`src/common/ais_defines.svh`:
```
// Constants for the input selection and burnout control block.
// Assumes inclusion by bare name from any design file that needs them.
`ifndef AIS_DEFINES_SVH
`define AIS_DEFINES_SVH

// ****************************************
// Register byte offsets
// ****************************************
`define AIS_OFS_CFG_FIRST 4'h0
`define AIS_OFS_SELECT 4'h4
`define AIS_OFS_CONTROL 4'h8
`define AIS_OFS_STATUS 4'hC

// ****************************************
// Field positions
// ****************************************
`define AIS_CS_LSB 0
`define AIS_CS_MSB 1
`define AIS_POS_LSB 4
`define AIS_POS_MSB 7
`define AIS_NEG_LSB 0
`define AIS_NEG_MSB 3
`define AIS_CTL_SEQ 0
`define AIS_CTL_SHDN 1
`define AIS_CTL_CRST 2

// ****************************************
// Reset values and fixed codes
// ****************************************
`define AIS_CFG_FIRST_RST 2'h0
`define AIS_SELECT_RST 8'h01
`define AIS_TEMP_FULL 8'hDE

`endif

```
`src/common/ais_pkg.sv`:
```
// Types shared by the input selection and burnout control block.
// Assumes nothing of its surroundings.
`default_nettype none

package ais_pkg;

   // Sixteen sources offered to each single-ended selector
   typedef enum logic [3:0] {
      AIS_SRC_CHAN0 = 4'h0,
      AIS_SRC_CHAN7 = 4'h7,
      AIS_SRC_GND = 4'h8,
      AIS_SRC_SUPPLY = 4'h9,
      AIS_SRC_RSVD = 4'hA,
      AIS_SRC_REFP = 4'hB,
      AIS_SRC_REFN = 4'hC,
      AIS_SRC_TEMP_P = 4'hD,
      AIS_SRC_TEMP_M = 4'hE,
      AIS_SRC_CM = 4'hF
   } ais_source_type;

endpackage : ais_pkg

`default_nettype wire

```
`src/common/ais_sel_if.sv`:
```
// Carries the effective selection code to the decoder and its switch enables back.
// Assumes both ends sit in the same clock domain; the path is purely combinational.
`default_nettype none

interface ais_sel_if;
   logic [7:0] code;
   logic [15:0] pos_en;
   logic [15:0] neg_en;
   logic temp_sel;

   modport src (output code, input pos_en, input neg_en, input temp_sel);
   modport dec (input code, output pos_en, output neg_en, output temp_sel);
endinterface : ais_sel_if

`default_nettype wire

```
`src/core/ais_decoder.sv`:
```
// Decodes an 8-bit selection into two independent one-hot switch vectors.
// Assumes the caller registers the outputs; no state is held here.
`default_nettype none
`include "ais_defines.svh"

module ais_decoder (
   ais_sel_if.dec sel
);

   function automatic logic [15:0] ais_onehot(input logic [3:0] code);
      ais_onehot = 16'h0001 << code;
   endfunction : ais_onehot

   function automatic logic ais_is_temp(input logic [3:0] code);
      ais_is_temp = (code == ais_pkg::AIS_SRC_TEMP_P) || (code == ais_pkg::AIS_SRC_TEMP_M);
   endfunction : ais_is_temp

   // Same table on both sides, no cross terms
   assign sel.pos_en = ais_onehot(sel.code[`AIS_POS_MSB:`AIS_POS_LSB]);
   assign sel.neg_en = ais_onehot(sel.code[`AIS_NEG_MSB:`AIS_NEG_LSB]);
   // Either diode on either side counts as a temperature selection
   assign sel.temp_sel = ais_is_temp(sel.code[`AIS_POS_MSB:`AIS_POS_LSB])
      || ais_is_temp(sel.code[`AIS_NEG_MSB:`AIS_NEG_LSB]);

endmodule : ais_decoder

`default_nettype wire

```
`src/core/ais_top.sv`:
```
// Front-end selection and burnout control with an APB register slave.
// Assumes an APB master on pclk and a sequencer on the same clock.
`default_nettype none
`include "ais_defines.svh"

// Functional notes
// - The upper nibble of the selection picks the source of the positive converter input.
// - The lower nibble of the selection picks the source of the negative converter input.
// - In direct mode codes 0 to 7 connect external analog channels zero to seven.
// - Codes 8 to 15 select ground, supply, reserved, references, diodes and bias.
// - Both selectors decode independently from the same sixteen-entry table.
// - In sequencer mode both selectors follow the sequencer code instead of the field.
// - The burnout current is sourced on the positive input and sunk on the negative.
// - The burnout enable ignores idle, converter reset and shutdown.
// - The two-bit current select is writable any time and reaches the burnout outputs one clock after the register updates.
// - A diode selection disables the burnout source but keeps the stored select bits.
// - The full value 0xDE puts the positive diode on plus and negative diode on minus.
module ais_top #(
   parameter int ADDR_WIDTH = 4
) (
   // Clock and reset
   input wire logic pclk,
   input wire logic presetn,
   // APB slave
   input wire logic psel,
   input wire logic penable,
   input wire logic pwrite,
   input wire logic [ADDR_WIDTH-1:0] paddr,
   input wire logic [31:0] pwdata,
   output logic [31:0] prdata,
   output logic pready,
   output logic pslverr,
   // Sequencer position
   input wire logic [7:0] seq_code,
   // Switch enables
   output logic [15:0] pos_switch_en,
   output logic [15:0] neg_switch_en,
   // Burnout current level, source side and sink side
   output logic [1:0] burnout_source_en,
   output logic [1:0] burnout_sink_en
);

   // ****************************************
   // Elaboration check
   // ****************************************
   if (ADDR_WIDTH < 4) begin : g_bad_width
      $error("ADDR_WIDTH below 4 cannot hold the register map");
   end

   // ****************************************
   // Registers and decode
   // ****************************************
   logic [1:0] cs_sel;
   logic [7:0] select;
   logic seq_mode;
   logic shutdown;
   logic [7:0] eff_code;
   logic wr_en;
   logic setup;
   logic mapped;
   logic [3:0] word_addr;
   logic [31:0] next_prdata;

   ais_sel_if sel_bus ();

   ais_decoder u_decoder (
      .sel(sel_bus.dec)
   );

   assign word_addr = {paddr[3:2], 2'b00};
   assign setup = psel && !penable;
   assign wr_en = psel && penable && pready && pwrite;
   // Shift keeps the check legal at the minimum width, where no upper bits exist
   assign mapped = ((paddr >> 4) == '0) && (paddr[1:0] == 2'b00);

   // Sequencer overrides the user field
   assign eff_code = seq_mode ? seq_code : select;
   assign sel_bus.code = eff_code;

   // ****************************************
   // APB answer
   // ****************************************
   always_comb begin
      next_prdata = 32'h0000_0000;
      case (word_addr)
         `AIS_OFS_CFG_FIRST: next_prdata = {30'h0, cs_sel};
         `AIS_OFS_SELECT: next_prdata = {24'h0, select};
         `AIS_OFS_CONTROL: next_prdata = {30'h0, shutdown, seq_mode};
         `AIS_OFS_STATUS: next_prdata = {21'h0, sel_bus.temp_sel, burnout_source_en, eff_code};
         default: next_prdata = 32'h0000_0000;
      endcase
   end

   // One wait-free access cycle; data prepared during setup
   always_ff @(posedge pclk or negedge presetn) begin
      if (!presetn) begin
         pready <= 1'b0;
         pslverr <= 1'b0;
         prdata <= 32'h0000_0000;
      end else begin
         pready <= setup;
         if (setup) begin
            pslverr <= !mapped;
            prdata <= (mapped && !pwrite) ? next_prdata : 32'h0000_0000;
         end
      end
   end

   // ****************************************
   // Software state
   // ****************************************
   // Not touched by the converter reset bit, so burnout survives it
   always_ff @(posedge pclk or negedge presetn) begin
      if (!presetn) begin
         cs_sel <= `AIS_CFG_FIRST_RST;
      end else if (wr_en && mapped && word_addr == `AIS_OFS_CFG_FIRST) begin
         cs_sel <= pwdata[`AIS_CS_MSB:`AIS_CS_LSB];
      end
   end

   // Converter reset restores selection, sequencer mode and shutdown only
   always_ff @(posedge pclk or negedge presetn) begin
      if (!presetn) begin
         select <= `AIS_SELECT_RST;
         seq_mode <= 1'b0;
         shutdown <= 1'b0;
      end else if (wr_en && mapped && word_addr == `AIS_OFS_CONTROL) begin
         if (pwdata[`AIS_CTL_CRST]) begin
            select <= `AIS_SELECT_RST;
            seq_mode <= 1'b0;
            shutdown <= 1'b0;
         end else begin
            seq_mode <= pwdata[`AIS_CTL_SEQ];
            shutdown <= pwdata[`AIS_CTL_SHDN];
         end
      end else if (wr_en && mapped && word_addr == `AIS_OFS_SELECT) begin
         select <= pwdata[7:0];
      end
   end

   // ****************************************
   // Analog controls
   // ****************************************
   // Shutdown opens every switch
   always_ff @(posedge pclk or negedge presetn) begin
      if (!presetn) begin
         pos_switch_en <= 16'h0000;
         neg_switch_en <= 16'h0000;
      end else begin
         pos_switch_en <= shutdown ? 16'h0000 : sel_bus.pos_en;
         neg_switch_en <= shutdown ? 16'h0000 : sel_bus.neg_en;
      end
   end

   // Independent of shutdown and converter reset; diodes have their own bias
   always_ff @(posedge pclk or negedge presetn) begin
      if (!presetn) begin
         burnout_source_en <= 2'h0;
         burnout_sink_en <= 2'h0;
      end else begin
         burnout_source_en <= sel_bus.temp_sel ? 2'h0 : cs_sel;
         burnout_sink_en <= sel_bus.temp_sel ? 2'h0 : cs_sel;
      end
   end
endmodule : ais_top

`default_nettype wire

```
`config.mk`:
```
export PLATFORM = sky130hd
export DESIGN_NAME = ais_top
export DESIGN_NICKNAME = d
export VERILOG_FILES = /design/src/common/ais_pkg.sv /design/src/common/ais_sel_if.sv /design/src/core/ais_decoder.sv /design/src/core/ais_top.sv
export VERILOG_INCLUDE_DIRS = /design/src /design/src/common
export SDC_FILE = /design/constraint.sdc
export NUM_CORES = 1
export LEC_CHECK = 0
export ABC_AREA = 1
export BUFFER_PORTS_ARGS = -buffer_cell sky130_fd_sc_hd__buf_2
export CORE_MARGIN = 8
export CORE_UTILIZATION = 48
export CTS_CLUSTER_DIAMETER = 200
export CTS_CLUSTER_SIZE = 8
export DETAILED_ROUTE_END_ITERATION = 8
export GPL_TIMING_DRIVEN = 0
export PLACE_DENSITY = 0.8
export REMOVE_ABC_BUFFERS = 1
export SETUP_SLACK_MARGIN = 0.05
export SLEW_MARGIN = 20
export SYNTH_ARGS = -nofsm -noshare
export SYNTH_HDL_FRONTEND = slang
export SYNTH_HIERARCHICAL = 1
export SYNTH_SLANG_ARGS = --single-unit
export TNS_END_PERCENT = 5
```
`constraint.sdc`:
```
create_clock -name pclk -period 2.1 [get_ports pclk]
set_input_delay 0.42 -clock pclk [delete_from_list [all_inputs] [get_ports pclk]]
set_output_delay 0.42 -clock pclk [all_outputs]
set_load 0.01 [all_outputs]
```
==> run_results.csv, run 1 <==
group,metric,value,unit
clock_tree,cts.clk_slew.worst_paths,0.06,ns
logic_synthesis,synth_compound_area_frac,0.0223,
timing,rsz0062_at_grt,"no",
timing,setup_violations,0,
layout,final_nets,493,
route,first_pass_iters,4,
route,drt_iter0_markers,143,
clock_tree,cts_resized,5,
critical_path,reg2reg_slack,0.32,ns
hold_path,hp-class,"in -> async",
logic_synthesis,synthMuxAreaShare,0,
route,drc_errors,0,
logic_synthesis,yosys.area_share.simple,0.302,
die,die_y,94.0,µm
layout,regArea,0.00148,mm²
clock_tree,cts_made_buffers,9,
grt,grt_util_met1,0.183,
layout,final_common_cell,"nand2_1",
clock_tree,hold_buffers,0,
clock_tree,insertion_delay,0.34,ns
route,vias_per_cell,4.70,
grt,grt_max_degree,60,
critical_path,required,2.37,ns
timing,finalHoldViolCount,0,
route,wl,6510,µm
timing,slew_viol_final,0,
die,fp.coreArea,0.00589,mm²
logic_synthesis,synthAdderAreaFrac,0,
place,pre_cts_slack,-0.292,ns
power_and_ir_drop,p_per_area,692,mW/mm²
logic_synthesis,yosys_warnings,6,
status,outcome,"completed",
layout,post-route-util,0.574,
timing,fin_crit,1.78,ns
die,die_w,94.0,µm
layout,fillers,554,
die,dieArea,0.00883,mm²
die,num_rows,28,
grt,busiest_layer,"met2",
route,drt-wirelength-per-cell,12.5,µm
timing,post-route-period-util,0.846,
logic_synthesis,avgSynthCellArea,7.80,µm²
layout,layout-drive-gt1-share,0.237,
place,dpl.hpwl,4810,µm
critical_path,worstSetupPathType,"reg -> reg",
logic_synthesis,synth_seq_cells,59,
logic_synthesis,synth.area.top_cells,"dfrtp_1 50%, nand2_1 12%, inv_1 8.0%",
timing,skew,0.00521,ns
grt,grt_first_pass_wirelength,10800,µm
run,cap_violations,0,
critical_path,timing.critical_path.to_type,"flop",
critical_path,arrival,2.05,ns
timing,fmaxAchievable,0.563,GHz
timing,tightest_slew,0.995,ns
grt,grt_use_total,0.159,
critical_path,start_kind,"flop",
clock_tree,ctsLongestPathBuffers,2,
layout,area_growth,15.8,%
place,place_area,0.00320,mm²
grt,grt-ovfl-total,0,
route,vias,2454,
grt,antenna_found_initial,0,
logic_synthesis,yosysTopAreaCellShare,0.497,
grt,met3_usage,0.0695,
grt,grt_pass1_vias,2394,
layout,finalNonFillerCells,522,
route,ant_nets,0,
power_and_ir_drop,ir_drop,0.373,mV
place,gp_congestion,0.856,
timing,slew_headroom,0.336,
place,numPortBuffers,73,
logic_synthesis,ys_seq_area_frac,0.506,
logic_synthesis,synth_xor_xnor_area_share,0,
layout,multi_input_area,0.00103,mm²
clock_tree,cts_root_buf,"clkbuf_8",
clock_tree,cts_setup_buffers,0,
logic_synthesis,syn-cell-area,0.00292,mm²
layout,antennaDiodeCount,0,
timing,tns,0,ns
logic_synthesis,ys_types,21,
logic_synthesis,synth_top_family_by_area,"simple AND/OR/NAND/NOR gates",
place,dp.cells,508,
timing,fin_ws,0.324,ns
layout,layout_common_cells,"91 x nand2_1, 72 x buf_2, 62 x inv_1, 60 x nor2_1, 57 x dfrtp_1",
power_and_ir_drop,power.leakage,1.94,nW
critical_path,crit_fanout,18,
die,start_util,0.496,
clock_tree,cts_tree,"yes",
die,io-pin-count,119,
power_and_ir_drop,total_power,2.34,mW
clock_tree,htree_levels,3,
grt,met2_usage,0.250,
clock_tree,cts_sinks,59,
logic_synthesis,yosys.area.top_type,"dfrtp_1",
logic_synthesis,syn-instance-count,374,
layout,fin_area,0.00338,mm²
timing,hold_ws,0.143,ns
cells in the mapped netlist (all sizes together):
cell type / instances
dfstp: 1
clkbuf: 4
nor2: 67
conb: 1
dfrtp: 58
nor3: 16
buf: 30
nand3: 23
o21ai: 13
nand4: 1
inv: 64
nand2: 96
sequential cells by signal, summed over array words and instances, names as in the netlist, 2 cells and up:
signal           count
prdata              11
neg_switch_en       16
cs_sel               2
burnout_sink_en      2
pos_switch_en       16
select               8
metal layers:
layer,up-vias,share of wire
met3,12,0.094
met2,97,0.47
li1,1216,-
met4,0,0.017
met5,-,0
met1,1129,0.42
cell type report:
class,count,area share
Clock buffer,11,0.0448
Clock inverter,3,0.00444
Inverter,64,0.0711
Multi-Input combinational cell,237,0.305
Sequential cell,59,0.438
Tap cell,75,0.0278
Timing Repair Buffer,73,0.109
cells by family after synthesis:
kind of cell	Yosys count
AO/OA/AOI/OAI	13
buffers and inverters	98
flip-flops	59
other	1
AND/OR/NAND/NOR	203
power by group:
group	total, mW	internal [mW]	switching [mW]	leakage (nW)
sequential	1.20	1.18	0.0224	0.805
combinational	0.254	0.0755	0.178	1.04
clock	0.887	0.472	0.414	0.0908
total	2.34	1.72	0.615	1.94
worst max-delay path: stages, from the launching register on:
cell     delay [ns]
dfrtp_2        0.54
o21ai_1        0.48
nand2_2        0.16
nor2_2         0.15
nor2_1         0.06
nand2_1        0.13
nand3_1        0.10
nand2_1        0.08
path summary, 6_finish.rpt:
check,startpoint,end,depth (start not counted)
hold / removal,presetn,pos_switch_en[13]$_DFF_PN0_,1
min in group pclk,pwdata[1],shutdown$_DFFE_PN0P_,3
setup reg to reg,seq_mode$_DFFE_PN0P_,prdata[10]$_DFFE_PN0P_,7
hold reg to reg,prdata[10]$_DFFE_PN0P_,prdata[10]$_DFFE_PN0P_,2
max in group asynchronous,presetn,seq_mode$_DFFE_PN0P_,1
setup / recovery,seq_mode$_DFFE_PN0P_,prdata[10]$_DFFE_PN0P_,7
Note: power is estimated with default switching activity, not from simulation.
==> run 2, diff against run 1 <==
Clock period 2.1 ns to 1.65 ns, I/O delays scaled along.
==> run_results.csv, run 2 (synthesis results as in run 1) <==
group,metric,value,unit
status,outcome,"completed",
die,die_y,94.0,µm
layout,final_nets,501,
critical_path,timing.rr.end,"prdata[10]$_DFFE_PN0P_",
power_and_ir_drop,p_per_area,848,mW/mm²
critical_path,cp_slowest_stage_delay,0.50,ns
clock_tree,cts_root_buf,"clkbuf_8",
critical_path,crit_fanout,9,
die,fp.coreArea,0.00589,mm²
timing,hold_ws,0.0541,ns
timing,fin_ws,0.0227,ns
timing,rsz0062_at_grt,"yes",
grt,grt_first_pass_wirelength,11300,µm
clock_tree,cts_made_buffers,9,
route,vias,2530,
grt,grt-ovfl-total,0,
clock_tree,insertion_delay,0.33,ns
route,drc_errors,0,
die,num_rows,28,
layout,reg.largest.list,"neg_switch_en (16), pos_switch_en (16), prdata (11)",
layout,layout-drive-gt1-share,0.281,
grt,grt_use_total,0.165,
die,dieArea,0.00883,mm²
critical_path,rr_startpoint,"seq_mode$_DFFE_PN0P_",
critical_path,required,1.87,ns
critical_path,critPathTopFamily,"simple AND/OR/NAND/NOR gates",
critical_path,reg2reg_slack,0.02,ns
layout,antennaDiodeCount,0,
route,vias_per_cell,4.77,
die,start_util,0.496,
place,pre_cts_slack,-0.742,ns
die,die_w,94.0,µm
critical_path,worstSetupPathType,"reg -> reg",
timing,fmaxAchievable,0.615,GHz
critical_path,crit_path_cell_trace,"buf_12, o21ai_4, inv_1, nand2_2, nor2_1, nor2_1, nand2_2, nand3_1, nand2_1",
route,ant_nets,0,
critical_path,start_kind,"flop",
clock_tree,cts_sinks,59,
place,dpl.hpwl,4810,µm
hold_path,hp-class,"in -> async",
layout,layout_common_cells,"86 x nand2_1, 72 x buf_2, 62 x inv_1, 60 x nor2_1, 56 x dfrtp_1",
grt,antenna_found_initial,0,
place,gp_congestion,0.856,
critical_path,slowest_stage,"dfrtp_4",
critical_path,cp_num_buf_inv,2,
timing,slew_viol_final,0,
place,numPortBuffers,73,
clock_tree,cts_tree,"yes",
die,io-pin-count,119,
grt,grt_pass1_vias,2494,
layout,final_common_cell,"nand2_1",
timing,tightest_slew,0.726,ns
place,place_area,0.00320,mm²
critical_path,arrival,1.85,ns
route,drt-wirelength-per-cell,13.2,µm
timing,skew,0.00528,ns
timing,finalHoldViolCount,0,
layout,area_growth,22.5,%
power_and_ir_drop,power.leakage,2.01,nW
timing,fin_crit,1.63,ns
route,first_pass_iters,4,
route,drt_iter0_markers,110,
clock_tree,cts.clk_slew.worst_paths,0.06,ns
timing,post-route-period-util,0.986,
timing,tns,0,ns
grt,grt_max_degree,60,
route,wl,7000,µm
clock_tree,htree_levels,3,
run,cap_violations,0,
timing,slew_headroom,0.516,
critical_path,timing.critical_path.to_type,"flop",
layout,fin_area,0.00357,mm²
critical_path,reg2reg_depth,9,
clock_tree,ctsLongestPathBuffers,2,
power_and_ir_drop,ir_drop,0.488,mV
timing,setup_violations,0,
==> run 2: cell types whose count changed in the layout (fill, tap and decap cells not counted), moves of 2 or more <==
cell	delta
o21ai_4	+8
buf_4	+6
nand2_1	-5
nand2_2	+5
o21ai_1	-4
buf_12	+2
nor3_1	-2
nor3_2	+2
o21ai_0	-2
o21ai_2	-2
==> run 2: how the worst max path moves through the flow <==
stage	start	endpoint	slack (ns)	cells past startpoint
final	seq_mode$_DFFE_PN0P_	prdata[10]$_DFFE_PN0P_	0.02	9
after global routing	seq_mode$_DFFE_PN0P_	neg_switch_en[3]$_DFF_PN0_	-0.05	8
after CTS	seq_mode$_DFFE_PN0P_	prdata[10]$_DFFE_PN0P_	0.05	9
after detailed placement	seq_mode$_DFFE_PN0P_	prdata[10]$_DFFE_PN0P_	-0.74	7
after global placement	seq_mode$_DFFE_PN0P_	prdata[10]$_DFFE_PN0P_	-0.64	7
after floorplan	seq_mode$_DFFE_PN0P_	prdata[10]$_DFFE_PN0P_	-0.25	7
==> run 2: routing by layer <==
metal | part of all wire | wire [µm] | GRT usage | vias to the layer above
met2 | 0.48 | 3350 | 0.260 | 115
li1 | - | - | - | 1227
met4 | 0.026 | 179 | 0.0885 | 0
met1 | 0.41 | 2850 | 0.189 | 1171
met3 | 0.088 | 616 | 0.0671 | 17
met5 | 0 | 0 | 0 | -
==> run 2: repair_timing <==
| action | 4_1_cts | 5_1_grt |
|---|---|---|
| pin swaps | 5 | 6 |
| buffers inserted | 6 | 2 |
| gates cloned | 0 | 0 |
| gates resized for setup | 30 | 6 |
| setup endpoints to repair | 39 | 8 |
| hold buffers | 0 | 0 |
==> run 2: final cells by class <==
| class | count | area [µm²] |
|---|---|---|
| inverter | 64 | 240 |
| sequential | 59 | 1480 |
| clock inverter | 3 | 15.0 |
| clock buffer | 11 | 151 |
| multi-input combinational | 237 | 1140 |
| fill | 516 | 2310 |
| tap | 75 | 93.8 |
| timing repair buffer | 81 | 453 |
==> run 2: power breakdown <==
| group | internal [mW] | switching (mW) |
|---|---|---|
| combinational | 0.125 | 0.251 |
| sequential | 1.50 | 0.0262 |
| clock | 0.601 | 0.532 |
==> run 2: worst register-to-register path, cell delays in order (launching register included) <==
cell	delay, ns
dfrtp_4	0.50
buf_12	0.17
o21ai_4	0.21
inv_1	0.10
nand2_2	0.09
nor2_1	0.05
nor2_1	0.14
nand2_2	0.10
nand3_1	0.10
nand2_1	0.05
==> run 2: stage by stage <==
step	power (mW)	cells	util
floorplan	1.73	360	-
global placement	1.86	508	0.544
detailed placement	1.87	508	0.544
CTS	3.04	528	0.601
global route	3.19	530	0.607
finish	3.03	530	0.607
